`src/design/pmx_pkg.sv`:
```
// pmx_pkg: constants, register indices and types for the port-0 pin mux block.
// assumes a 16-bit AHB-Lite byte address; registers are 16 bits in the low half of a word.
package pmx_pkg;

  // ===========================================================================
  // widths
  localparam int unsigned P0_PINS   = 6;
  localparam int unsigned A_PINS    = 6;
  localparam int unsigned I2S_PINS  = 4;
  localparam int unsigned REG_W     = 16;
  localparam int unsigned ADDR_W    = 16;
  localparam int unsigned CLK_SRC_W = 2;

  // ===========================================================================
  // register indices; byte address is four times the index
  localparam logic [15:0] IDX_BUS_SEL  = 16'h1c00;
  localparam logic [15:0] IDX_PULL_A   = 16'h1c17;
  localparam logic [15:0] IDX_PULL_B   = 16'h1c18;
  localparam logic [15:0] IDX_PULL_C   = 16'h1c19;
  localparam logic [15:0] IDX_CLK_SRC  = 16'h1c24;
  localparam logic [15:0] IDX_STATUS3  = 16'h1c30;

  // ===========================================================================
  // field positions
  localparam int unsigned BUS_SEL_AMODE_LSB = 0;
  localparam int unsigned BUS_SEL_P0SEL_LSB = 10;
  localparam int unsigned CLK_SRC_LSB       = 0;
  localparam int unsigned STATUS3_OFF_BIT   = 0;

  // ===========================================================================
  // values after reset
  localparam logic [1:0]       RST_P0SEL   = 2'h0;
  localparam logic [5:0]       RST_AMODE   = 6'h00;
  localparam logic [REG_W-1:0] RST_PULL    = 16'h0000;
  localparam logic [1:0]       RST_CLK_SRC = 2'h0;
  localparam logic             RST_CLOCK_OUT_OFF_BIT  = 1'b0;

  // ===========================================================================
  // bus encodings
  localparam logic [1:0] HTRANS_NONSEQ = 2'h2;
  localparam logic [2:0] HSIZE_WORD    = 3'h2;

  typedef enum logic [1:0] {P0_MMC, P0_I2S, P0_GPIO, P0_RSVD} pmx_p0sel_type;

  typedef enum logic [1:0] {BUS_IDLE, BUS_WRITE, BUS_RD_WAIT, BUS_RD_DONE} pmx_bus_state_type;

endpackage : pmx_pkg

```
`src/design/pmx_holder.sv`:
```
// pmx_holder: bus-holder keeper state for a bank of pads.
// assumes pad levels arrive synchronous to hclk.
`timescale 1ns/100ps
module pmx_holder
  import pmx_pkg::*;
#(
  parameter int unsigned WIDTH = 12
) (
  input  wire logic             hclk,
  input  wire logic             hresetn,
  input  wire logic             hold_en,
  input  wire logic [WIDTH-1:0] pad_in,
  output logic      [WIDTH-1:0] hold_level
);

  initial begin
    if (WIDTH < 1) $error("pmx_holder: WIDTH must be at least 1");
  end

  // ===========================================================================
  // keeper: follows the pad, so a strong external drive flips it
  always_ff @(posedge hclk or negedge hresetn) begin
    if (!hresetn) begin
      hold_level <= '0;
    end else begin
      hold_level <= pad_in;
    end
  end
endmodule : pmx_holder

```
`src/design/pmx_top.sv`:
```
// pmx_top: port-0 and address pin mux, pull control, bus holders, debug clock out.
// assumes a single AHB-Lite master, inputs synchronous to hclk, core power as a level.
`timescale 1ns/100ps

// Summary of operation
// select field 00 memory card port, 01 audio serial port, 10 GPIO 0-5.
// in audio mode, card data pins 2 and 3 act as GPIO 4 and 5.
// address select bit 0 gives memory address line, 1 gives GPIO.
// six select bits; address line 15+k pairs with GPIO 21+k.
// first inhibit register, bits 0-5, disable each port-0 pin pulldown.
// three inhibit registers at indices 1C17h-1C19h; software inhibits externally pulled pins.
// every GPIO pin has an internal pull available.
// core power on: holders off, pulls act; off: holders on, pulls off.
// an active holder keeps the last pad level and follows a strong drive.
// source field picks which clock reaches the debug clock pin.
// status bit set disables the debug clock pin.
// software resets affected peripherals after changing the mux selection.
// select code 11 leaves all six port-0 pins as inputs.
module pmx_top
  import pmx_pkg::*;
#(
  parameter int unsigned NUM_CLK_SRC = 4
) (
  input  wire logic                   hclk,
  input  wire logic                   hresetn,
  input  wire logic                   hsel,
  input  wire logic [ADDR_W-1:0]      haddr,
  input  wire logic [1:0]             htrans,
  input  wire logic                   hwrite,
  input  wire logic [2:0]             hsize,
  input  wire logic [31:0]            hwdata,
  input  wire logic                   hready,
  output logic                        hreadyout,
  output logic                        hresp,
  output logic      [31:0]            hrdata,
  input  wire logic                   core_power_on,
  input  wire logic [P0_PINS-1:0]     mmc_out,
  input  wire logic [P0_PINS-1:0]     mmc_oe,
  output logic      [P0_PINS-1:0]     mmc_in,
  input  wire logic [I2S_PINS-1:0]    i2s_out,
  input  wire logic [I2S_PINS-1:0]    i2s_oe,
  output logic      [I2S_PINS-1:0]    i2s_in,
  input  wire logic [P0_PINS-1:0]     gp_lo_out,
  input  wire logic [P0_PINS-1:0]     gp_lo_oe,
  output logic      [P0_PINS-1:0]     gp_lo_in,
  input  wire logic [A_PINS-1:0]      emif_addr_out,
  input  wire logic                   emif_addr_oe,
  input  wire logic [A_PINS-1:0]      gp_hi_out,
  input  wire logic [A_PINS-1:0]      gp_hi_oe,
  output logic      [A_PINS-1:0]      gp_hi_in,
  input  wire logic [P0_PINS-1:0]     p0_pad_in,
  output logic      [P0_PINS-1:0]     p0_pad_out,
  output logic      [P0_PINS-1:0]     p0_pad_oe,
  input  wire logic [A_PINS-1:0]      a_pad_in,
  output logic      [A_PINS-1:0]      a_pad_out,
  output logic      [A_PINS-1:0]      a_pad_oe,
  output logic      [REG_W-1:0]       pull_en_a,
  output logic      [REG_W-1:0]       pull_en_b,
  output logic      [REG_W-1:0]       pull_en_c,
  output logic                        bus_hold_en,
  output logic      [P0_PINS+A_PINS-1:0] bus_hold_level,
  input  wire logic [NUM_CLK_SRC-1:0] clk_src_in,
  output logic                        debug_clock_output_pin,
  output logic                        pinmux_changed
);

  initial begin
    if (NUM_CLK_SRC < 1 || NUM_CLK_SRC > (1 << CLK_SRC_W))
      $error("pmx_top: NUM_CLK_SRC out of range for the source field");
  end

  // ===========================================================================
  // address decode helpers
  function automatic logic idx_hit(input logic [ADDR_W-1:0] a, input logic [15:0] idx);
    idx_hit = (a[ADDR_W-1:2] == idx[ADDR_W-3:0]) && (a[1:0] == 2'h0);
  endfunction : idx_hit

  // ===========================================================================
  // registers
  pmx_bus_state_type   state_r;
  pmx_bus_state_type   state_nxt;
  logic [ADDR_W-1:0]   addr_r;
  logic [2:0]          size_r;
  logic [1:0]          port0_select_field_r;
  logic [A_PINS-1:0]   amode_r;
  logic [REG_W-1:0]    pull_inhibit_reg_a_r;
  logic [REG_W-1:0]    pull_inhibit_reg_b_r;
  logic [REG_W-1:0]    pull_inhibit_reg_c_r;
  logic [CLK_SRC_W-1:0] clock_out_source_field_r;
  logic                clock_out_off_bit_r;
  logic                accept;
  logic                wr_en;
  logic                wr_bus_sel;
  logic [31:0]         rd_nxt;
  logic [1:0]          p0sel_nxt;
  logic [A_PINS-1:0]   amode_nxt;
  pmx_p0sel_type       p0sel;

  assign accept = hsel && hready && (htrans == HTRANS_NONSEQ);
  assign wr_en  = (state_r == BUS_WRITE) && (size_r == HSIZE_WORD);
  assign wr_bus_sel = wr_en && idx_hit(addr_r, IDX_BUS_SEL);
  assign p0sel_nxt  = hwdata[BUS_SEL_P0SEL_LSB +: 2];
  assign amode_nxt  = hwdata[BUS_SEL_AMODE_LSB +: A_PINS];
  assign p0sel      = pmx_p0sel_type'(port0_select_field_r);

  // ===========================================================================
  // AHB-Lite slave: writes with no wait, reads with one wait state
  always_comb begin
    state_nxt = state_r;
    case (state_r)
      BUS_IDLE, BUS_WRITE, BUS_RD_DONE: begin
        if (accept) begin
          state_nxt = hwrite ? BUS_WRITE : BUS_RD_WAIT;
        end else begin
          state_nxt = BUS_IDLE;
        end
      end
      BUS_RD_WAIT: state_nxt = BUS_RD_DONE;
      default:     state_nxt = BUS_IDLE;
    endcase
  end

  always_ff @(posedge hclk or negedge hresetn) begin
    if (!hresetn) begin
      state_r <= BUS_IDLE;
      addr_r  <= '0;
      size_r  <= 3'h0;
    end else begin
      state_r <= state_nxt;
      if (accept && state_r != BUS_RD_WAIT) begin
        addr_r <= haddr;
        size_r <= hsize;
      end
    end
  end

  assign hreadyout = (state_r != BUS_RD_WAIT);
  assign hresp     = 1'b0;

  always_comb begin
    rd_nxt = 32'h0000_0000;
    if (idx_hit(addr_r, IDX_BUS_SEL)) begin
      rd_nxt[BUS_SEL_P0SEL_LSB +: 2]      = port0_select_field_r;
      rd_nxt[BUS_SEL_AMODE_LSB +: A_PINS] = amode_r;
    end else if (idx_hit(addr_r, IDX_PULL_A)) begin
      rd_nxt[REG_W-1:0] = pull_inhibit_reg_a_r;
    end else if (idx_hit(addr_r, IDX_PULL_B)) begin
      rd_nxt[REG_W-1:0] = pull_inhibit_reg_b_r;
    end else if (idx_hit(addr_r, IDX_PULL_C)) begin
      rd_nxt[REG_W-1:0] = pull_inhibit_reg_c_r;
    end else if (idx_hit(addr_r, IDX_CLK_SRC)) begin
      rd_nxt[CLK_SRC_LSB +: CLK_SRC_W] = clock_out_source_field_r;
    end else if (idx_hit(addr_r, IDX_STATUS3)) begin
      rd_nxt[STATUS3_OFF_BIT] = clock_out_off_bit_r;
    end
  end

  always_ff @(posedge hclk or negedge hresetn) begin
    if (!hresetn) begin
      hrdata <= 32'h0000_0000;
    end else if (state_r == BUS_RD_WAIT) begin
      hrdata <= rd_nxt;
    end
  end

  // ===========================================================================
  // software registers; unmapped writes are dropped
  always_ff @(posedge hclk or negedge hresetn) begin
    if (!hresetn) begin
      port0_select_field_r <= RST_P0SEL;
      amode_r              <= RST_AMODE;
    end else if (wr_bus_sel) begin
      port0_select_field_r <= p0sel_nxt;
      amode_r              <= amode_nxt;
    end
  end

  always_ff @(posedge hclk or negedge hresetn) begin
    if (!hresetn) begin
      pull_inhibit_reg_a_r <= RST_PULL;
      pull_inhibit_reg_b_r <= RST_PULL;
      pull_inhibit_reg_c_r <= RST_PULL;
    end else if (wr_en) begin
      if (idx_hit(addr_r, IDX_PULL_A)) pull_inhibit_reg_a_r <= hwdata[REG_W-1:0];
      if (idx_hit(addr_r, IDX_PULL_B)) pull_inhibit_reg_b_r <= hwdata[REG_W-1:0];
      if (idx_hit(addr_r, IDX_PULL_C)) pull_inhibit_reg_c_r <= hwdata[REG_W-1:0];
    end
  end

  always_ff @(posedge hclk or negedge hresetn) begin
    if (!hresetn) begin
      clock_out_source_field_r <= RST_CLK_SRC;
      clock_out_off_bit_r      <= RST_CLOCK_OUT_OFF_BIT;
    end else if (wr_en) begin
      if (idx_hit(addr_r, IDX_CLK_SRC))
        clock_out_source_field_r <= hwdata[CLK_SRC_LSB +: CLK_SRC_W];
      if (idx_hit(addr_r, IDX_STATUS3))
        clock_out_off_bit_r <= hwdata[STATUS3_OFF_BIT];
    end
  end

  // pulses for one cycle when a bus-select write changes the port-0 or address mux selection
  always_ff @(posedge hclk or negedge hresetn) begin
    if (!hresetn) begin
      pinmux_changed <= 1'b0;
    end else begin
      pinmux_changed <= wr_bus_sel &&
        (p0sel_nxt != port0_select_field_r || amode_nxt != amode_r);
    end
  end

  // ===========================================================================
  // port-0 pin routing; pads registered, so one cycle behind the peripherals
  always_ff @(posedge hclk or negedge hresetn) begin
    if (!hresetn) begin
      p0_pad_out <= '0;
      p0_pad_oe  <= '0;
      mmc_in     <= '0;
      i2s_in     <= '0;
      gp_lo_in   <= '0;
    end else begin
      p0_pad_out <= '0;
      p0_pad_oe  <= '0;
      mmc_in     <= '0;
      i2s_in     <= '0;
      gp_lo_in   <= '0;
      case (p0sel)
        P0_MMC: begin
          p0_pad_out <= mmc_out;
          p0_pad_oe  <= mmc_oe;
          mmc_in     <= p0_pad_in;
        end
        P0_I2S: begin
          p0_pad_out <= {gp_lo_out[5:4], i2s_out};
          p0_pad_oe  <= {gp_lo_oe[5:4], i2s_oe};
          i2s_in     <= p0_pad_in[I2S_PINS-1:0];
          gp_lo_in   <= {p0_pad_in[5:4], 4'h0};
        end
        P0_GPIO: begin
          p0_pad_out <= gp_lo_out;
          p0_pad_oe  <= gp_lo_oe;
          gp_lo_in   <= p0_pad_in;
        end
        default: begin
          // reserved code: pads stay undriven inputs
          p0_pad_oe <= '0;
        end
      endcase
    end
  end

  // ===========================================================================
  // address pin routing, one select bit per pin
  always_ff @(posedge hclk or negedge hresetn) begin
    if (!hresetn) begin
      a_pad_out <= '0;
      a_pad_oe  <= '0;
      gp_hi_in  <= '0;
    end else begin
      for (int k = 0; k < A_PINS; k++) begin
        a_pad_out[k] <= amode_r[k] ? gp_hi_out[k] : emif_addr_out[k];
        a_pad_oe[k]  <= amode_r[k] ? gp_hi_oe[k] : emif_addr_oe;
        gp_hi_in[k]  <= amode_r[k] & a_pad_in[k];
      end
    end
  end

  // ===========================================================================
  // pulls and bus holders follow core power
  always_ff @(posedge hclk or negedge hresetn) begin
    if (!hresetn) begin
      pull_en_a   <= '0;
      pull_en_b   <= '0;
      pull_en_c   <= '0;
      bus_hold_en <= 1'b0;
    end else begin
      pull_en_a   <= core_power_on ? ~pull_inhibit_reg_a_r : '0;
      pull_en_b   <= core_power_on ? ~pull_inhibit_reg_b_r : '0;
      pull_en_c   <= core_power_on ? ~pull_inhibit_reg_c_r : '0;
      bus_hold_en <= ~core_power_on;
    end
  end

  pmx_holder #(
    .WIDTH (P0_PINS + A_PINS)
  ) u_pmx_holder (
    .hclk       (hclk),
    .hresetn    (hresetn),
    .hold_en    (bus_hold_en),
    .pad_in     ({a_pad_in, p0_pad_in}),
    .hold_level (bus_hold_level)
  );

  // ===========================================================================
  // debug clock out; sampled at hclk, so only sources well below 50 MHz pass clean
  logic clk_pick;

  always_comb begin
    clk_pick = 1'b0;
    for (int s = 0; s < NUM_CLK_SRC; s++) begin
      if (clock_out_source_field_r == s[CLK_SRC_W-1:0]) clk_pick = clk_src_in[s];
    end
  end

  always_ff @(posedge hclk or negedge hresetn) begin
    if (!hresetn) begin
      debug_clock_output_pin <= 1'b0;
    end else begin
      debug_clock_output_pin <= clock_out_off_bit_r ? 1'b0 : clk_pick;
    end
  end
endmodule : pmx_top

```
`config.mk`:
```
export PLATFORM = sky130hd
export DESIGN_NAME = pmx_top
export DESIGN_NICKNAME = d
export VERILOG_FILES = /design/src/design/pmx_pkg.sv /design/src/design/pmx_holder.sv /design/src/design/pmx_top.sv
export SDC_FILE = /design/constraint.sdc
export NUM_CORES = 1
export LEC_CHECK = 0
export ABC_AREA = 1
export BUFFER_PORTS_ARGS = -buffer_cell sky130_fd_sc_hd__clkbuf_2
export CORE_MARGIN = 4
export CORE_UTILIZATION = 41
export DETAILED_ROUTE_END_ITERATION = 8
export PLACE_DENSITY = 0.67
export SLEW_MARGIN = 40
export SYNTH_ARGS = -nofsm -noshare
export SYNTH_HDL_FRONTEND = slang
export SYNTH_SLANG_ARGS = --single-unit
```
`constraint.sdc`:
```
create_clock -name hclk -period 3 [get_ports hclk]
set_clock_uncertainty 0.2 [all_clocks]
set_input_delay 0.15 -clock hclk [delete_from_list [all_inputs] [get_ports hclk]]
set_output_delay 0.15 -clock hclk [all_outputs]
set_load 0.02 [all_outputs]
```
==> qor.yml <==
outcome: "complete, no violations"
cts_post_setup_buffers_inserted: 0
cp.required_ps: 3240
final_hold_viol_count: 0
layout_common_cells: "sky130_fd_sc_hd__clkbuf_2 (234), sky130_fd_sc_hd__nand2_1 (229), sky130_fd_sc_hd__dfrtp_1 (205)"
setup_slack_ps: 514
antenna_cells_inserted: 0
grt_start_max_net_pins: 92
yosysSeqAreaShare: 0.633
top_level_ports: 269
setup_viol: 0
final_min_period_over_clock_period: 0.829
crit_fanout: 17
clkSlewWorstSetupHoldPaths_ps: 60
achievable-frequency_mhz: 402
slew_headroom: 0.505
layout-area-overhead-vs-synth_pct: 39.0
route.final.wire_length_mm: 22.1
tightest_slew_ps: 742
rsz0062_at_grt: "no"
clockPowerShare: 0.403
critical_path.endpoint_type: "register"
drt-initial-drc-count: 335
detail_placement_hpwl_mm: 14.8
route.vias.total: 6741
floorplan.rows: 51
dp_slack_ps: 702
power_frac_comb: 0.137
irDropWorstVdd_v: 0.000387
synth_cell_types: 32
reg2reg_from: "p0sel[1]$_DFFE_PN0P_"
floorplan.initialDensity: 0.417
syn_inst: 847
clock_tree.htree_level_count: 1
timing.final.max_slew_violations: 0
grtUsageTotal: 0.201
worstSkewPairLatency_ps: 520
tritoncts_clock_tree: "done"
min_period_ps: 2490
drt-pass1-iter-count: 6
fp.dieW_um: 149
max-clock-path-buffers: 3
timing.critical_path.slowest_stage_cell: "sky130_fd_sc_hd__ha_1"
power_switching_share: 0.269
path_type_of_the_worst_min_delay_path: "in2async"
antenna_found_initial: 0
sum_of_overflow_across_all_layers_after_global_routing: 0
fin_tns_setup_ps: 0
nNetsFinal: 1317
worst_path_largest_cell_delay_ps: 580
worst-setup-path-type: "reg2reg"
grt_first_pass_wirelength_mm: 35.5
die_h_um: 149
clkSinkCount: 205
synth-warning-count: 0
dieArea_um2: 22100
ant_nets: 0
flop2flop_setup_slack_ps: 510
nature_of_the_critical_path_startpoint: "register"
share_seq_of_total_power: 0.460
critical_path.cell_chain: "inv_1 -> ha_1 -> o21ai_0 -> nand2_1 -> dlygate4sd3_1 -> nand2_1 -> inv_1"
ctsRootBufferMaster: "sky130_fd_sc_hd__clkbuf_16"
synth_seq_cells: 205
numCtsBuffers: 23
synthesis.area_um2: 8110
io_buffers: 235
switchingPower_mw: 1.77
timing.critical_path.from: "p0sel[1]$_DFFE_PN0P_"
core_area_um2: 19500
internal_power_mw: 4.81
place_congestion: 0.841
cellLeakagePower_nw: 6.30
post_drt_via_cell_ratio: 4.60
worst_ep_arrival_time_ps: 2730
final_core_utilization: 0.579
drive_above_1_share: 0.259
power.total_mw: 6.57
wire_per_inst_um: 15.0
final_common_cell: "sky130_fd_sc_hd__clkbuf_2"
reg2regPathDepth: 7
maxCapViolations: 0
post-route-drc-count: 0
first_global_vias: 6919
mean_instance_size_in_the_synthesized_netlist_um2: 9.57
cellPowerDensity_nw_per_um2: 583
## registers in the layout (all words and copies together) (netlist names), 3 cells and up
signal and count:
a_pad_oe 6, a_pad_out 6, addr_r 16, amode_r 6
gp_hi_in 6, gp_lo_in 6, hrdata 16, i2s_in 4
mmc_in 6, p0_pad_oe 6, p0_pad_out 6, pull_en_a 16
pull_en_b 16, pull_en_c 16, pull_inhibit_reg_a_r 16, pull_inhibit_reg_b_r 16
pull_inhibit_reg_c_r 16, size_r 3, u_pmx_holder.hold_level 12
## worst max-delay path, delay by kind of cell (launching register included)
| kind | cells | cell delay (ps) |
|---|---|---|
| buffers and inverters | 3 | 770 |
| and+or+nand+nor | 2 | 150 |
| adders and majority gates | 1 | 580 |
| AOI/OAI and AO/OA | 1 | 290 |
| DFF | 1 | 430 |
## cell type report
cell class / instances / area, µm²
clock buffers: 30 / 652
multi-input cells: 523 / 2440
fillers: 1635 / 8190
inverters: 81 / 304
flip-flops and latches: 205 / 5130
clock inverters: 9 / 68.8
repair buffers: 353 / 2340
well taps: 265 / 332
## power groups by stage
| stage | Sequential (mW) | Combinational, mW | Clock (mW) |
|---|---|---|---|
| CTS | 3.02 | 0.909 | 2.72 |
| global route | 3.05 | 1.01 | 2.85 |
| finish | 3.03 | 0.898 | 2.65 |
| global placement | 3.06 | 0.795 | 0 |
| floorplan | 3.14 | 0.393 | 0 |
| detailed placement | 3.07 | 0.806 | 0 |
## stage by stage
step | std cells | hold WS [ps] | area, µm²
floorplan | 863 | -346 | 8170
global placement | 1323 | 67.6 | 9510
detailed placement | 1323 | 64.4 | 9510
CTS | 1466 | 78.6 | 11300
global route | 1466 | 96.2 | 11300
finish | 1466 | 50.7 | 11300
## path summary, 6_finish.rpt
kind,end
setup reg to reg,p0_pad_oe[5]$_DFF_PN0_
hold / removal,p0_pad_out[4]$_DFF_PN0_
setup / recovery,p0_pad_oe[5]$_DFF_PN0_
max in group asynchronous,addr_r[14]$_DFFE_PN0P_
hold reg to reg,pull_en_a[6]$_DFF_PN0_
min in group hclk,u_pmx_holder.hold_level[7]$_DFF_PN0_
## cells by family after synthesis
logic type / after synthesis / synth area share
adder cells (fa/ha/maj): 4 / 0.00617
buffers and inverters: 135 / 0.0733
AND/OR/NAND/NOR: 369 / 0.190
multiplexers: 12 / 0.0167
XOR/XNOR: 6 / 0.00648
other: 1 / 0.000463
AO/OA/AOI/OAI: 115 / 0.0742
flip-flops: 205 / 0.633
## metal layers
metal / track usage / wire [µm] / vias to the layer above
met5: 0 / 0 / -
met4: 0.0628 / 581 / 0
met3: 0.0408 / 1480 / 41
met2: 0.360 / 11300 / 223
met1: 0.243 / 8660 / 3171
li1: - / - / 3306
## timing repair
item	CTS	global route
hold buffers	104	0
hold endpoints to repair	244	0
resized for setup	0	0
## synthesized netlist by cell type
cell	number	area [µm²]
sky130_fd_sc_hd__nand4_1	5	31.3
sky130_fd_sc_hd__and2_1	1	6.26
sky130_fd_sc_hd__nor3_1	7	35.0
sky130_fd_sc_hd__clkbuf_1	25	93.8
sky130_fd_sc_hd__buf_4	21	158
sky130_fd_sc_hd__nor2_1	77	289
sky130_fd_sc_hd__and3_1	1	6.26
sky130_fd_sc_hd__nand4_2	1	12.5
sky130_fd_sc_hd__o21a_1	2	15.0
sky130_fd_sc_hd__o211ai_1	8	60.1
sky130_fd_sc_hd__inv_1	80	300
sky130_fd_sc_hd__a31oi_1	1	6.26
sky130_fd_sc_hd__ha_1	4	50.1
sky130_fd_sc_hd__nor2_2	2	12.5
sky130_fd_sc_hd__xor2_1	6	52.6
sky130_fd_sc_hd__dfrtp_1	205	5130
sky130_fd_sc_hd__nor4_4	1	21.3
sky130_fd_sc_hd__conb_1	1	3.75
sky130_fd_sc_hd__o21ai_1	20	100
sky130_fd_sc_hd__nand3_1	33	165
sky130_fd_sc_hd__buf_1	1	3.75
sky130_fd_sc_hd__nor4_1	1	6.26
sky130_fd_sc_hd__o21ai_0	72	360
sky130_fd_sc_hd__mux2_2	12	135
sky130_fd_sc_hd__clkinv_1	1	3.75
sky130_fd_sc_hd__nand2_1	229	860
sky130_fd_sc_hd__buf_2	7	35.0
sky130_fd_sc_hd__nor2_4	3	33.8
sky130_fd_sc_hd__nor3b_1	2	15.0
sky130_fd_sc_hd__nand2_2	4	25.0
sky130_fd_sc_hd__a21oi_1	12	60.1
sky130_fd_sc_hd__nand3_2	2	20.0
(Power assumes the default switching activity.)
